==> config.mk <==
export PLATFORM = sky130hd
export DESIGN_NAME = tape_data_path
export DESIGN_NICKNAME = d
export VERILOG_FILES = /design/src/design/tape_data_pkg.sv /design/src/design/tape_data_path.sv
export SDC_FILE = /design/constraint.sdc
export NUM_CORES = 1
export LEC_CHECK = 0
export BUFFER_PORTS_ARGS = -buffer_cell sky130_fd_sc_hd__buf_2
export CELL_PAD_IN_SITES_DETAIL_PLACEMENT = 0
export CELL_PAD_IN_SITES_GLOBAL_PLACEMENT = 1
export CORE_MARGIN = 2
export CORE_UTILIZATION = 41
export CTS_BUF_LIST = sky130_fd_sc_hd__clkbuf_16
export CTS_CLUSTER_DIAMETER = 60
export CTS_CLUSTER_SIZE = 25
export DETAILED_ROUTE_END_ITERATION = 7
export PLACE_DENSITY_LB_ADDON = 0.1
export SYNTH_ARGS = -nofsm -noshare
export SYNTH_HDL_FRONTEND = slang
export SYNTH_SLANG_ARGS = --single-unit
export TNS_END_PERCENT = 50
==> constraint.sdc <==
create_clock -name hclk -period 2.75 [get_ports hclk]
set_input_delay 0.4125 -clock hclk [delete_from_list [all_inputs] [get_ports hclk]]
set_output_delay 0.4125 -clock hclk [all_outputs]
set_load 0.03 [all_outputs]
==> src/design/tape_data_pkg.sv <==
/*
  Shared constants for the 7-track tape data path: register map, field
  layouts, reset values and timing counts.
  Assumes a 32-bit AHB-Lite register bus; no other surroundings.
*/
package tape_data_pkg;

  // register byte offsets
  localparam logic [7:0] ctrl_off   = 8'h00;
  localparam logic [7:0] status_off = 8'h04;
  localparam logic [7:0] wdata_off  = 8'h08;
  localparam logic [7:0] rdata_off  = 8'h0C;

  // control register fields
  localparam int ctrl_write_sel_bit = 0;
  localparam int ctrl_write_en_bit  = 1;

  // status register fields
  localparam int st_mark_flag_bit = 0;
  localparam int st_mark_latch_bit = 1;
  localparam int st_parity_err_bit = 2;
  localparam int st_selector_bit  = 3;
  localparam int st_word_ready_bit = 4;

  // field widths and codes
  localparam int word_width = 12;
  localparam int byte_width = 6;
  localparam logic [5:0] mark_code = 6'h0F;

  // reset values
  localparam logic [31:0] ctrl_reset = 32'h0000_0000;

  // timing: prescaler divide, strobe pulse length
  localparam int prescale_div = 16;
  localparam int pulse_ns = 3000;
  localparam int clk_ns = 4;
  localparam int pulse_cycles = (pulse_ns + clk_ns - 1) / clk_ns;

  // timeout scaler width and stage bit indices; the scaler counts prescaler ticks
  localparam int timeout_width = 4;
  localparam int check_stage = 2;
  localparam int final_stage = 3;

endpackage

==> src/design/tape_data_path.sv <==
/*
  Seven-track tape data path: packs and unpacks 12-bit words as two
  6-bit tape bytes, adds and checks parity, generates write strobes,
  longitudinal-check clear, file mark write and detection, and stop timing.
  Assumes tape-side and control-board inputs are asynchronous pins and
  are synchronised here, except data_in_pulse; registers reached over AHB-Lite.
*/
//
// Summary of operation
// - word goes out as two parity bytes
// - holding register loaded by cpu strobe
// - tape run clears scalers and selector
// - prescaler divides data clock by sixteen
// - first strobe sends upper byte
// - write strobe clears timeout scaler
// - selector toggles after each strobe except a mark strobe
// - second strobe pulses word request
// - check stage pulses write amp clear
// - final stage raises stop request
// - gap or mark disables drivers
// - long gap blocks strobes, scalers run
// - odd parity, even for gap or mark
// - read bytes parity checked
// - mark write drives code fifteen
// - mark strobe then latch blocks strobes
// - read strobe clears both scalers
// - read strobes fill upper then lower
// - second read strobe requests word
// - no read strobes leads to stop
// - double mark code raises mark flag
// - later read strobe withdraws mark flag
`timescale 1ns/1ps
module tape_data_path #(
  parameter int prescale_div = tape_data_pkg::prescale_div,
  parameter int pulse_cycles = tape_data_pkg::pulse_cycles
) (
  // clock and reset
  input  wire logic        hclk,
  input  wire logic        hresetn,
  input  wire logic        clk_en,
  // ahb-lite slave
  input  wire logic        hsel,
  input  wire logic [31:0] haddr,
  input  wire logic [1:0]  htrans,
  input  wire logic        hwrite,
  input  wire logic [2:0]  hsize,
  input  wire logic [31:0] hwdata,
  input  wire logic        hready,
  output logic      [31:0] hrdata,
  output logic             hreadyout,
  output logic             hresp,
  // control board pins
  input  wire logic        tape_run,
  input  wire logic        data_clock,
  input  wire logic        write_data,
  input  wire logic        gap_or_mark_write,
  input  wire logic        mark_write,
  input  wire logic        read_strobe,
  input  wire logic        data_in_pulse,
  output logic             word_request_pulse,
  output logic             stop_request,
  output logic             parity_error,
  output logic             mark_flag,
  // tape transport pins
  input  wire logic [5:0]  read_byte,
  input  wire logic        read_parity,
  output logic      [5:0]  write_byte,
  output logic             write_parity,
  output logic             write_strobe,
  output logic             drivers_enable,
  output logic             write_amp_clear,
  // cpu data out
  output logic      [11:0] cpu_word,
  output logic             cpu_word_valid
);

  ////////////////////////////////////////////////////////////////////////
  // input synchronisers
  localparam int n_sync = 13;
  logic [n_sync-1:0] sync1_q;
  logic [n_sync-1:0] sync2_q;
  logic [n_sync-1:0] raw_in;
  assign raw_in = {read_parity, read_byte, tape_run, data_clock, write_data,
                   gap_or_mark_write, mark_write, read_strobe};
  always_ff @(posedge hclk or negedge hresetn)
  begin
    if (!hresetn)
    begin
      sync1_q <= '0;
      sync2_q <= '0;
    end
    else if (clk_en)
    begin
      sync1_q <= raw_in;
      sync2_q <= sync1_q;
    end
  end
  logic       run_s;
  logic       dclk_s;
  logic       wdata_s;
  logic       gap_s;
  logic       mark_s;
  logic       rstb_s;
  logic [5:0] rbyte_s;
  logic       rpar_s;
  assign rpar_s  = sync2_q[12];
  assign rbyte_s = sync2_q[11:6];
  assign run_s   = sync2_q[5];
  assign dclk_s  = sync2_q[4];
  assign wdata_s = sync2_q[3];
  assign gap_s   = sync2_q[2];
  assign mark_s  = sync2_q[1];
  assign rstb_s  = sync2_q[0];
  logic dclk_prev_q;
  logic rstb_prev_q;
  always_ff @(posedge hclk or negedge hresetn)
  begin
    if (!hresetn)
    begin
      dclk_prev_q <= 1'b0;
      rstb_prev_q <= 1'b0;
    end
    else if (clk_en)
    begin
      dclk_prev_q <= dclk_s;
      rstb_prev_q <= rstb_s;
    end
  end
  logic dclk_rise;
  logic rstb_rise;
  assign dclk_rise = dclk_s & ~dclk_prev_q;
  assign rstb_rise = rstb_s & ~rstb_prev_q;

  ////////////////////////////////////////////////////////////////////////
  // ahb-lite slave
  logic        ph_wr_q;
  logic        ph_rd_q;
  logic [7:0]  ph_addr_q;
  logic [31:0] ctrl_q;
  logic        cpu_load;
  logic        addr_take;
  assign addr_take = hsel & hready & htrans[1];
  assign hreadyout = 1'b1;
  assign hresp     = 1'b0;
  always_ff @(posedge hclk or negedge hresetn)
  begin
    if (!hresetn)
    begin
      ph_wr_q   <= 1'b0;
      ph_rd_q   <= 1'b0;
      ph_addr_q <= 8'h00;
    end
    else if (clk_en)
    begin
      ph_wr_q   <= addr_take & hwrite;
      ph_rd_q   <= addr_take & ~hwrite;
      ph_addr_q <= haddr[7:0];
    end
  end
  logic write_sel;
  assign write_sel = ctrl_q[tape_data_pkg::ctrl_write_sel_bit];
  assign cpu_load  = ph_wr_q & (ph_addr_q == tape_data_pkg::wdata_off);
  always_ff @(posedge hclk or negedge hresetn)
  begin
    if (!hresetn)
      ctrl_q <= tape_data_pkg::ctrl_reset;
    else if (clk_en && ph_wr_q && ph_addr_q == tape_data_pkg::ctrl_off)
      ctrl_q <= {30'h0, hwdata[1:0]};
  end

  ////////////////////////////////////////////////////////////////////////
  // scalers and strobe pulse
  logic [3:0]  pre_q;
  logic        tick;
  logic [tape_data_pkg::timeout_width-1:0] tmo_q;
  logic [15:0] pulse_q;
  logic        pulse_on;
  logic        mark_latch_q;
  logic        sel_q;
  logic        strobe_ok;
  logic        strobe_fire;
  assign tick = run_s & dclk_rise & (pre_q == 4'(prescale_div - 1));
  assign pulse_on = (pulse_q != 16'h0000);
  // strobes need select, data, no gap; mark alone until latched
  assign strobe_ok = write_sel & ~mark_latch_q
                   & ((wdata_s & ~gap_s) | mark_s);
  assign strobe_fire = tick & strobe_ok;
  always_ff @(posedge hclk or negedge hresetn)
  begin
    if (!hresetn)
      pre_q <= 4'h0;
    else if (clk_en)
    begin
      if (!run_s || rstb_rise)
        pre_q <= 4'h0;
      else if (dclk_rise)
        pre_q <= (pre_q == 4'(prescale_div - 1)) ? 4'h0 : pre_q + 4'h1;
    end
  end
  always_ff @(posedge hclk or negedge hresetn)
  begin
    if (!hresetn)
      tmo_q <= '0;
    else if (clk_en)
    begin
      if (!run_s || rstb_rise || strobe_fire)
        tmo_q <= '0;
      else if (tick && !tmo_q[tape_data_pkg::final_stage])
        tmo_q <= tmo_q + 1'b1;
    end
  end
  always_ff @(posedge hclk or negedge hresetn)
  begin
    if (!hresetn)
      pulse_q <= 16'h0000;
    else if (clk_en)
    begin
      if (strobe_fire)
        pulse_q <= 16'(pulse_cycles);
      else if (pulse_on)
        pulse_q <= pulse_q - 16'h0001;
    end
  end

  ////////////////////////////////////////////////////////////////////////
  // stop and write amplifier clear
  always_ff @(posedge hclk or negedge hresetn)
  begin
    if (!hresetn)
    begin
      write_amp_clear <= 1'b0;
      stop_request    <= 1'b0;
    end
    else if (clk_en)
    begin
      write_amp_clear <= write_sel & tick
                       & tmo_q[tape_data_pkg::check_stage]
                       & ~tmo_q[tape_data_pkg::final_stage];
      stop_request <= run_s & tmo_q[tape_data_pkg::final_stage];
    end
  end

  ////////////////////////////////////////////////////////////////////////
  // holding register, selector, write outputs
  logic [11:0] hold_q;
  logic        rd_lower;
  logic [5:0]  out_byte;
  assign rd_lower = rstb_rise & sel_q & ~write_sel;
  assign out_byte = mark_s ? tape_data_pkg::mark_code
                  : (sel_q ? hold_q[5:0] : hold_q[11:6]);
  function automatic logic parity_of(input logic [5:0] b, input logic even);
    parity_of = ^b ^ ~even;
  endfunction
  always_ff @(posedge hclk or negedge hresetn)
  begin
    if (!hresetn)
      hold_q <= 12'h000;
    else if (clk_en)
    begin
      if (cpu_load && write_sel)
        hold_q <= hwdata[11:0];
      else if (rstb_rise && !write_sel && !sel_q)
        hold_q[11:6] <= rbyte_s;
      else if (rd_lower)
        hold_q[5:0] <= rbyte_s;
    end
  end
  always_ff @(posedge hclk or negedge hresetn)
  begin
    if (!hresetn)
      sel_q <= 1'b0;
    else if (clk_en)
    begin
      if (!run_s)
        sel_q <= 1'b0;
      else if ((strobe_fire && !mark_s) || (rstb_rise && !write_sel))
        sel_q <= ~sel_q;
    end
  end
  always_ff @(posedge hclk or negedge hresetn)
  begin
    if (!hresetn)
    begin
      write_byte     <= 6'h00;
      write_parity   <= 1'b0;
      write_strobe   <= 1'b0;
      drivers_enable <= 1'b0;
    end
    else if (clk_en)
    begin
      write_strobe <= pulse_on;
      drivers_enable <= write_sel & ~gap_s;
      if (strobe_fire)
      begin
        write_byte   <= out_byte;
        write_parity <= parity_of(out_byte, gap_s);
      end
    end
  end
  always_ff @(posedge hclk or negedge hresetn)
  begin
    if (!hresetn)
      mark_latch_q <= 1'b0;
    else if (clk_en)
    begin
      if (!mark_s)
        mark_latch_q <= 1'b0;
      else if (write_strobe && !pulse_on)
        mark_latch_q <= 1'b1;
    end
  end

  ////////////////////////////////////////////////////////////////////////
  // word request, parity check, mark detect, cpu data
  logic word_ready_q;
  logic mark_armed_q;
  always_ff @(posedge hclk or negedge hresetn)
  begin
    if (!hresetn)
    begin
      word_request_pulse <= 1'b0;
      parity_error       <= 1'b0;
    end
    else if (clk_en)
    begin
      word_request_pulse <= (strobe_fire & sel_q & ~mark_s) | rd_lower;
      if (rstb_rise)
        parity_error <= parity_of(rbyte_s, gap_s) != rpar_s;
    end
  end
  always_ff @(posedge hclk or negedge hresetn)
  begin
    if (!hresetn)
    begin
      mark_flag    <= 1'b0;
      mark_armed_q <= 1'b0;
    end
    else if (clk_en)
    begin
      if (!run_s || gap_s)
      begin
        mark_flag    <= 1'b0;
        mark_armed_q <= 1'b0;
      end
      else if (rd_lower)
      begin
        mark_flag <= (hold_q[11:6] == tape_data_pkg::mark_code)
                   & (rbyte_s == tape_data_pkg::mark_code);
        mark_armed_q <= 1'b1;
      end
      else if (rstb_rise && mark_armed_q)
        mark_flag <= 1'b0;
    end
  end
  always_ff @(posedge hclk or negedge hresetn)
  begin
    if (!hresetn)
    begin
      cpu_word       <= 12'h000;
      cpu_word_valid <= 1'b0;
      word_ready_q   <= 1'b0;
    end
    else if (clk_en)
    begin
      cpu_word_valid <= data_in_pulse & word_ready_q;
      if (data_in_pulse && word_ready_q)
        cpu_word <= hold_q;
      if (rd_lower)
        word_ready_q <= 1'b1;
      else if (data_in_pulse)
        word_ready_q <= 1'b0;
    end
  end

  ////////////////////////////////////////////////////////////////////////
  // register read data
  always_ff @(posedge hclk or negedge hresetn)
  begin
    if (!hresetn)
      hrdata <= 32'h0000_0000;
    else if (clk_en)
    begin
      hrdata <= 32'h0000_0000;
      if (addr_take && !hwrite)
        case (haddr[7:0])
          tape_data_pkg::ctrl_off:   hrdata <= ctrl_q;
          tape_data_pkg::status_off: hrdata <= {27'h0, word_ready_q, sel_q,
                                                parity_error, mark_latch_q, mark_flag};
          tape_data_pkg::wdata_off:  hrdata <= {20'h0_0000, hold_q};
          tape_data_pkg::rdata_off:  hrdata <= {20'h0_0000, cpu_word};
          default:                   hrdata <= 32'h0000_0000;
        endcase
    end
  end
endmodule

==> results of run 1 <==
area by class of cell:
type | instances | area (um^2)
clock inverter | 14 | 56.30
inverter | 21 | 78.83
tap | 180 | 225.2
fill | 1326 | 7013
sequential | 118 | 2953
timing repair buffer | 88 | 490.5
multi-input combinational | 349 | 2477
clock buffer | 17 | 425.4
per-layer routing:
metal  GRT usage  part of all wire
met4     0.07830             0.014
met2      0.2760              0.44
met1      0.2741              0.50
met5           0                 0
met3     0.05337             0.043
power by group through the flow:
stage               Combinational [mW]  Clock (mW)  Sequential (mW)
floorplan                         1.04           0             2.56
global placement                  1.49           0             2.53
detailed placement                1.52           0             2.55
CTS                               1.54        1.86             2.52
global route                      1.69        1.95             2.58
finish                            1.51        1.81             2.52
through the flow:
step | cell area (um^2) | total power, mW | hold slack, ns | instances
floorplan | 5757 | 3.603 | 0.1169 | 530
global placement | 6225 | 4.026 | 0.4500 | 756
detailed placement | 6225 | 4.064 | 0.4547 | 756
CTS | 6706 | 5.914 | 0.01186 | 787
global route | 6706 | 6.221 | 0.03002 | 787
finish | 6706 | 5.847 | 0.005794 | 787
critical path: cells and delay by family, from the launching register on:
family | cells | cell delay [ns]
AOI/OAI and AO/OA | 1 | 0.27
xor gates and xnor gates | 1 | 0.17
DFF | 1 | 0.39
and+or+nand+nor | 3 | 1.36
logic make-up after synthesis:
group / share of synthesized area
AOI/OAI and AO/OA: 0.1039
xor gates and xnor gates: 0.03942
adders and majority gates: 0.01321
buffers and inverters: 0.05748
DFF: 0.5197
muxes: 0.1449
other: 0.001322
and+or+nand+nor: 0.1200
flip-flops by register name (all words and copies together) (netlist names), 2 cells and up:
signal      cells
cpu_word       12
sync2_q        13
hold_q         12
write_byte      6
pre_q           4
hrdata         12
pulse_q        16
tmo_q           4
ph_addr_q       8
ctrl_q          2
sync1_q        13
worst max path at each step:
stage,slack [ns],endpoint,depth (start not counted)
2_1_floorplan,0.65,pulse_q[7]$_DFFE_PN0P_,6
6_report,0.43,pulse_q[7]$_DFFE_PN0P_,5
3_3_place_gp,0.45,pulse_q[7]$_DFFE_PN0P_,5
3_5_place_dp,0.42,pulse_q[7]$_DFFE_PN0P_,5
4_1_cts,0.40,pulse_q[7]$_DFFE_PN0P_,5
5_1_grt,0.27,pulse_q[3]$_DFFE_PN0P_,7
cell usage after synthesis, types with 7 or more instances:
cell / number
a21oi_1: 13
mux2i_1: 26
xnor2_1: 14
mux2_2: 46
o22ai_1: 9
clkbuf_1: 17
inv_1: 21
nand3_1: 12
dfrtp_1: 118
xor2_1: 9
nand4_1: 7
o21ai_0: 23
buf_4: 22
o2bb2ai_1: 15
nor2_1: 41
nand2_1: 32
==> summary.txt, run 1 <==
Cells and area
  – # diodes: 0
  – Commonest cells after routing, fill and taps aside: dfrtp_1 (118), buf_2 (78), mux2_2 (46)
  – Area grow syn2layout: 18.04%
  – Share of cells above drive strength 1: 0.2702
  – Finished Core Util: 0.4888
  – Fin nets: 690
  – Most common cell after layout, fill and taps aside: dfrtp_1

Routing
  – Initial drt markers: 225
  – Routed vias: 4078
  – Post-route ant nets: 0
  – Vias per Instance: 5.182
  – Residual DRC: 0
  – Pre-antenna DRT Iters: 5
  – Routed wire length: 13010 um
  – Routed len/inst: 16.54 um

Power
  – Static Leak: 3.205 nW
  – Switching Share: 0.3353
  – Net Switching: 1.960 mW
  – P_int: 3.887 mW
  – Flop pwr share: 0.431
  – Pwr per Cell Area: 871.9 nW/um^2
  – Comb power frac: 0.259
  – VDD IR-drop max: 0.4985 mV
  – Power share of the clock group: 0.310

Placement
  – Port Buffers: 79
  – Gpl congestion: 0.7782
  – DP Worst Slack: 0.4233 ns
  – HPWL after DPL: 9254 um

Clock network
  – Resize count post-CTS: 0
  – Root buffer cell: clkbuf_16
  – CTS buffer count: 17
  – Postcts setup bufs: 0
  – # H-tree levels: 4
  – Hold_buf cts: 0
  – Worst-path clk slew: 0.05 ns
  – Worst skew pair latency: 0.41 ns
  – CTS tree: built
  – Sinks on Clock Net: 118
  – Worst-case clock buffer depth: 2

Critical path
  – R2r worst-path depth: 5
  – Setup crit start: pulse_q[13]$_DFFE_PN0P_
  – Worst path cell trace: or4_4 -> or4b_1 -> o211ai_1 -> xor2_1 -> nand2_1
  – Critical Path End Type: flip-flop
  – Startpoint Class: flip-flop
  – Crit-path max FO: 8
  – Worst reg-to-reg setup slack: 0.43 ns
  – CP required: 3.03 ns
  – Kind of critical path: reg2reg
  – Critical path's largest stage delay: 0.72 ns
  – Reg2reg end: pulse_q[7]$_DFFE_PN0P_
  – Reg2Reg Launch Point: pulse_q[13]$_DFFE_PN0P_
  – CP arrival: 2.60 ns
  – Slowest CP cell: or4b_1

Timing
  – RSZ-0062 raised after global routing: false
  – Layout Skew: 0.005893 ns
  – Worst Tran Pin Value: 0.6636 ns
  – Final Hold Fails: 0
  – Rel. slew slack: 0.5563
  – Setup TNS Final: 0 ns
  – Final setup fails: 0
  – Post-layout min period: 2.318 ns
  – Final period utilization: 0.8431
  – Pins Over Slew Limit: 0
  – Fmax: 0.4313 GHz
  – Setup WS post-layout: 0.4316 ns

Floorplanning
  – DIE WIDTH: 121.7 um
  – Total I/O pin count: 150
  – Die Ht: 121.7 um
  – Core area: 13720 um^2
  – DIE AREA: 14820 um^2
  – # rows: 43
  – Initial Util: 0.4141

GRT
  – Largest net degree at the start of global routing: 62
  – GRT overflow: 0
  – Total GRT Usage: 0.1920
  – Vias in the first global route: 4097
  – Initial antenna violation count: 0
  – First-pass GRT wire length: 21470 um

Synthesis
  – Post-synth top area share: 0.5197
  – Synth area leaders: dfrtp_1 (52%), mux2_2 (9.1%), mux2i_1 (4.6%)
  – Synthesized area per cell: 11.14 um^2
  – Synthesized netlist cell count: 510
  – Post-synth EDFFs: 0
  – Count of state elements after synthesis: 118
  – Main synth FF type: dfrtp_1
  – Warnings, synthesis: 0
  – Sequential area share after synthesis: 0.5197
  – Netlist cell types: 57
  – Async SR Flop Fraction: 1.000
  – Post-synth top area cell: dfrtp_1
  – Cell Area, Synth: 5682 um^2

Status
  – Status: finished clean

Run
  – Max cap viols: 0

Hold path
  – Hold Path Class: in2async
Note: power is estimated with default switching activity, not from simulation.
==> run 2, diff against run 1 <==
CORE_UTILIZATION = 37   (was 41)
clock period = 2 ns   (was 2.75 ns; I/O delays follow)
==> run 2 against run 1 <==
The run now ends with negative setup slack left. Design area grew 6.6%. Hold slack gained 0.12 ns. Sequential power grew 33%. Global-route usage shrank 0.89 points. Utilization shrank 1.5 points. Register-to-register slack lost 0.62 ns. Non-clock buffer count grew 43. Clock-buffer cell count is the same. Power grew 49%. Clock power grew 45%. Critical endpoint is now pulse_q[9]$_DFFE_PN0P_.
==> summary.txt, run 2 (synthesis gave the netlist of run 1 again) <==
Status
  – Status: complete, but fails checks (was finished clean)
  – Violations in the final reports: negative setup slack

Floorplanning
  – DIE WIDTH: 127.9 um (was 121.7 um)
  – DIE AREA: 16360 um^2 (was 14820 um^2)
  – Die Ht: 127.9 um (was 121.7 um)
  – Total I/O pin count: 150 (unchanged)
  – # rows: 45 (was 43)
  – Core area: 15090 um^2 (was 13720 um^2)
  – Initial Util: 0.3765 (was 0.4141)

Clock network
  – CTS tree: built (unchanged)
  – Root buffer cell: clkbuf_16 (unchanged)
  – Worst-case clock buffer depth: 2 (unchanged)
  – Worst-path clk slew: 0.05 ns (about the same)
  – Sinks on Clock Net: 118 (unchanged)
  – # H-tree levels: 4 (unchanged)
  – Worst skew pair latency: 0.41 ns (about the same)
  – CTS buffer count: 17 (unchanged)

Routing
  – Routed vias: 4195 (was 4078)
  – Routed wire length: 14060 um (was 13010 um)
  – Pre-antenna DRT Iters: 4 (was 5)
  – Initial drt markers: 194 (was 225)
  – Post-route ant nets: 0 (unchanged)
  – Residual DRC: 0 (unchanged)
  – Vias per Instance: 5.012 (was 5.182)
  – Routed len/inst: 16.79 um (was 16.54 um)

GRT
  – Initial antenna violation count: 0 (unchanged)
  – Vias in the first global route: 4189 (was 4097)
  – GRT overflow: 0 (unchanged)
  – First-pass GRT wire length: 22670 um (was 21470 um)
  – Total GRT Usage: 0.1831 (was 0.1920)
  – Largest net degree at the start of global routing: 52 (was 62)

Placement
  – Placement-stage cell area: 6523 um^2 (was 6225 um^2)
  – Post-Place Cells: 804 (was 756)
  – HPWL after DPL: 10300 um (was 9254 um)
  – Port Buffers: 79 (unchanged)
  – Gpl congestion: 0.8099 (was 0.7782)

Critical path
  – Worst reg-to-reg setup slack: -0.19 ns (was 0.43 ns)
  – Critical path's most frequent cell: buf_6
  – Crit-path max FO: 2 (was 8)
  – Top Family by Delay on Critical Path: simple AND/OR/NAND/NOR gates (unchanged)
  – Critical path's largest stage delay: 0.54 ns (was 0.72 ns)
  – CP required: 2.34 ns (was 3.03 ns)
  – Startpoint Class: flip-flop (unchanged)
  – Slowest CP cell: or4_4 (was or4b_1)
  – Critical Path End Type: flip-flop (unchanged)
  – Bufs and invs on worst path: 2 (was 0)
  – Worst path cell trace: buf_6 -> or4_4 -> or4b_4 -> buf_6 -> or3b_1 -> nand3_1 (was or4_4 -> or4b_1 -> o211ai_1 -> xor2_1 -> nand2_1)
  – Kind of critical path: reg2reg (unchanged)
  – CP arrival: 2.52 ns (was 2.60 ns)

Timing
  – Layout Skew: 0.01570 ns (was 0.005893 ns)
  – Setup TNS Final: -0.7529 ns (was 0 ns)
  – Setup WS post-layout: -0.1875 ns (was 0.4316 ns)
  – Final setup fails: 11 (was 0)
  – Post-layout min period: 2.188 ns (was 2.318 ns)
  – Pins Over Slew Limit: 0 (unchanged)
  – Final Hold Fails: 0 (unchanged)
  – RSZ-0062 raised after global routing: true (was false)
  – Fmax: 0.4571 GHz (was 0.4313 GHz)
  – Final period utilization: 1.094 (was 0.8431)

Power
  – Static Leak: 3.427 nW (was 3.205 nW)
  – VDD IR-drop max: 0.6366 mV (was 0.4985 mV)
  – Pwr per Cell Area: 1222 nW/um^2 (was 871.9 nW/um^2)
  – Power Total: 8.737 mW (was 5.847 mW)

Cells and area
  – Layout fillers: 1422 (was 1326)
  – Finished Cell Area: 7149 um^2 (was 6706 um^2)
  – Fin cells: 837 (was 787)
  – # diodes: 0 (unchanged)
  – Commonest cells after routing, fill and taps aside: dfrtp_1 (118), buf_2 (78), mux2_2 (46), buf_4 (46), nor2_1 (40) (was dfrtp_1 (118), buf_2 (78), mux2_2 (46))
  – Fin nets: 733 (was 690)
  – Area grow syn2layout: 25.83% (was 18.04%)
  – Share of cells above drive strength 1: 0.3359 (was 0.2702)
  – Biggest register: pulse_q (unchanged)
  – Most common cell after layout, fill and taps aside: dfrtp_1 (unchanged)
  – Max reg flops: 16 (unchanged)
  – Largest registers: pulse_q x16, sync1_q x13, sync2_q x13 (unchanged)

Hold path
  – Hold Path Class: in2reg (was in2async)

Run
  – Max cap viols: 0 (unchanged)
## run 2: changes by cell type in the layout (fill, tap and decap cells not counted), moves of 2 or more
cell / change
o21ai_1: +2
buf_4: +38
inv_1: -3
or4b_4: +2
o21ai_0: -2
clkinv_1: +2
buf_6: +5
or4b_1: -2
clkinv_2: -2
## run 2: area by class of cell
cell class	instances	area (um^2)	share of cell area
clock buffers	17	425.4	0.05950
clock inverters	13	76.32	0.01068
inverters	21	78.83	0.01103
multi-input cells	349	2559	0.3579
flip-flops and latches	118	2953	0.4130
well taps	188	235.2	0.03290
repair buffers	131	822.0	0.1150
## run 2: path summary, 6_finish.rpt
path                                             start  cells after the start                         to
worst max-delay path            pulse_q[1]$_DFFE_PN0P_                      6     pulse_q[9]$_DFFE_PN0P_
worst min-delay path                      read_byte[2]                      2     sync1_q[8]$_DFFE_PN0P_
worst max register to register  pulse_q[1]$_DFFE_PN0P_                      6     pulse_q[9]$_DFFE_PN0P_
worst min register to register   hrdata[2]$_DFFE_PN0P_                      1      hrdata[2]$_DFFE_PN0P_
max in group asynchronous                      hresetn                      3    cpu_word[7]$_DFFE_PN0P_
min in group asynchronous                      hresetn                      2  write_byte[0]$_DFFE_PN0P_
## run 2: timing repair
item	CTS	global route
gates resized for setup	15	10
pin swaps	7	9
hold endpoints to repair	19	0
endpoints found under the setup margin	17	18
setup buffers	1	2
hold buffers	1	0
## run 2: stage by stage
stage | utilization | setup WS (ns) | hold WS (ns)
final | 0.4738 | -0.1875 | 0.1242
after detailed placement | 0.4323 | -0.2787 | 0.2244
after CTS | 0.4697 | -0.1807 | 0.1012
after global routing | 0.4738 | -0.2265 | 0.1127
after floorplan | - | -0.06759 | 0.004409
after global placement | 0.4323 | -0.2886 | 0.2211
## run 2: report_power, final
part | total, mW | switching (mW) | internal [mW]
Clock | 2.62 | 0.982 | 1.63
Combinational | 2.79 | 1.42 | 1.36
Sequential | 3.34 | 0.465 | 2.87
Total | 8.74 | 2.87 | 5.87
## run 2: routing by layer
| metal | up-vias | global-route usage | part of all wire |
|---|---|---|---|
| met5 | - | 0 | 0 |
| met4 | 0 | 0.06076 | 0.015 |
| met3 | 14 | 0.04841 | 0.043 |
| met2 | 102 | 0.2740 | 0.44 |
| met1 | 2043 | 0.2592 | 0.50 |
| li1 | 2036 | - | - |
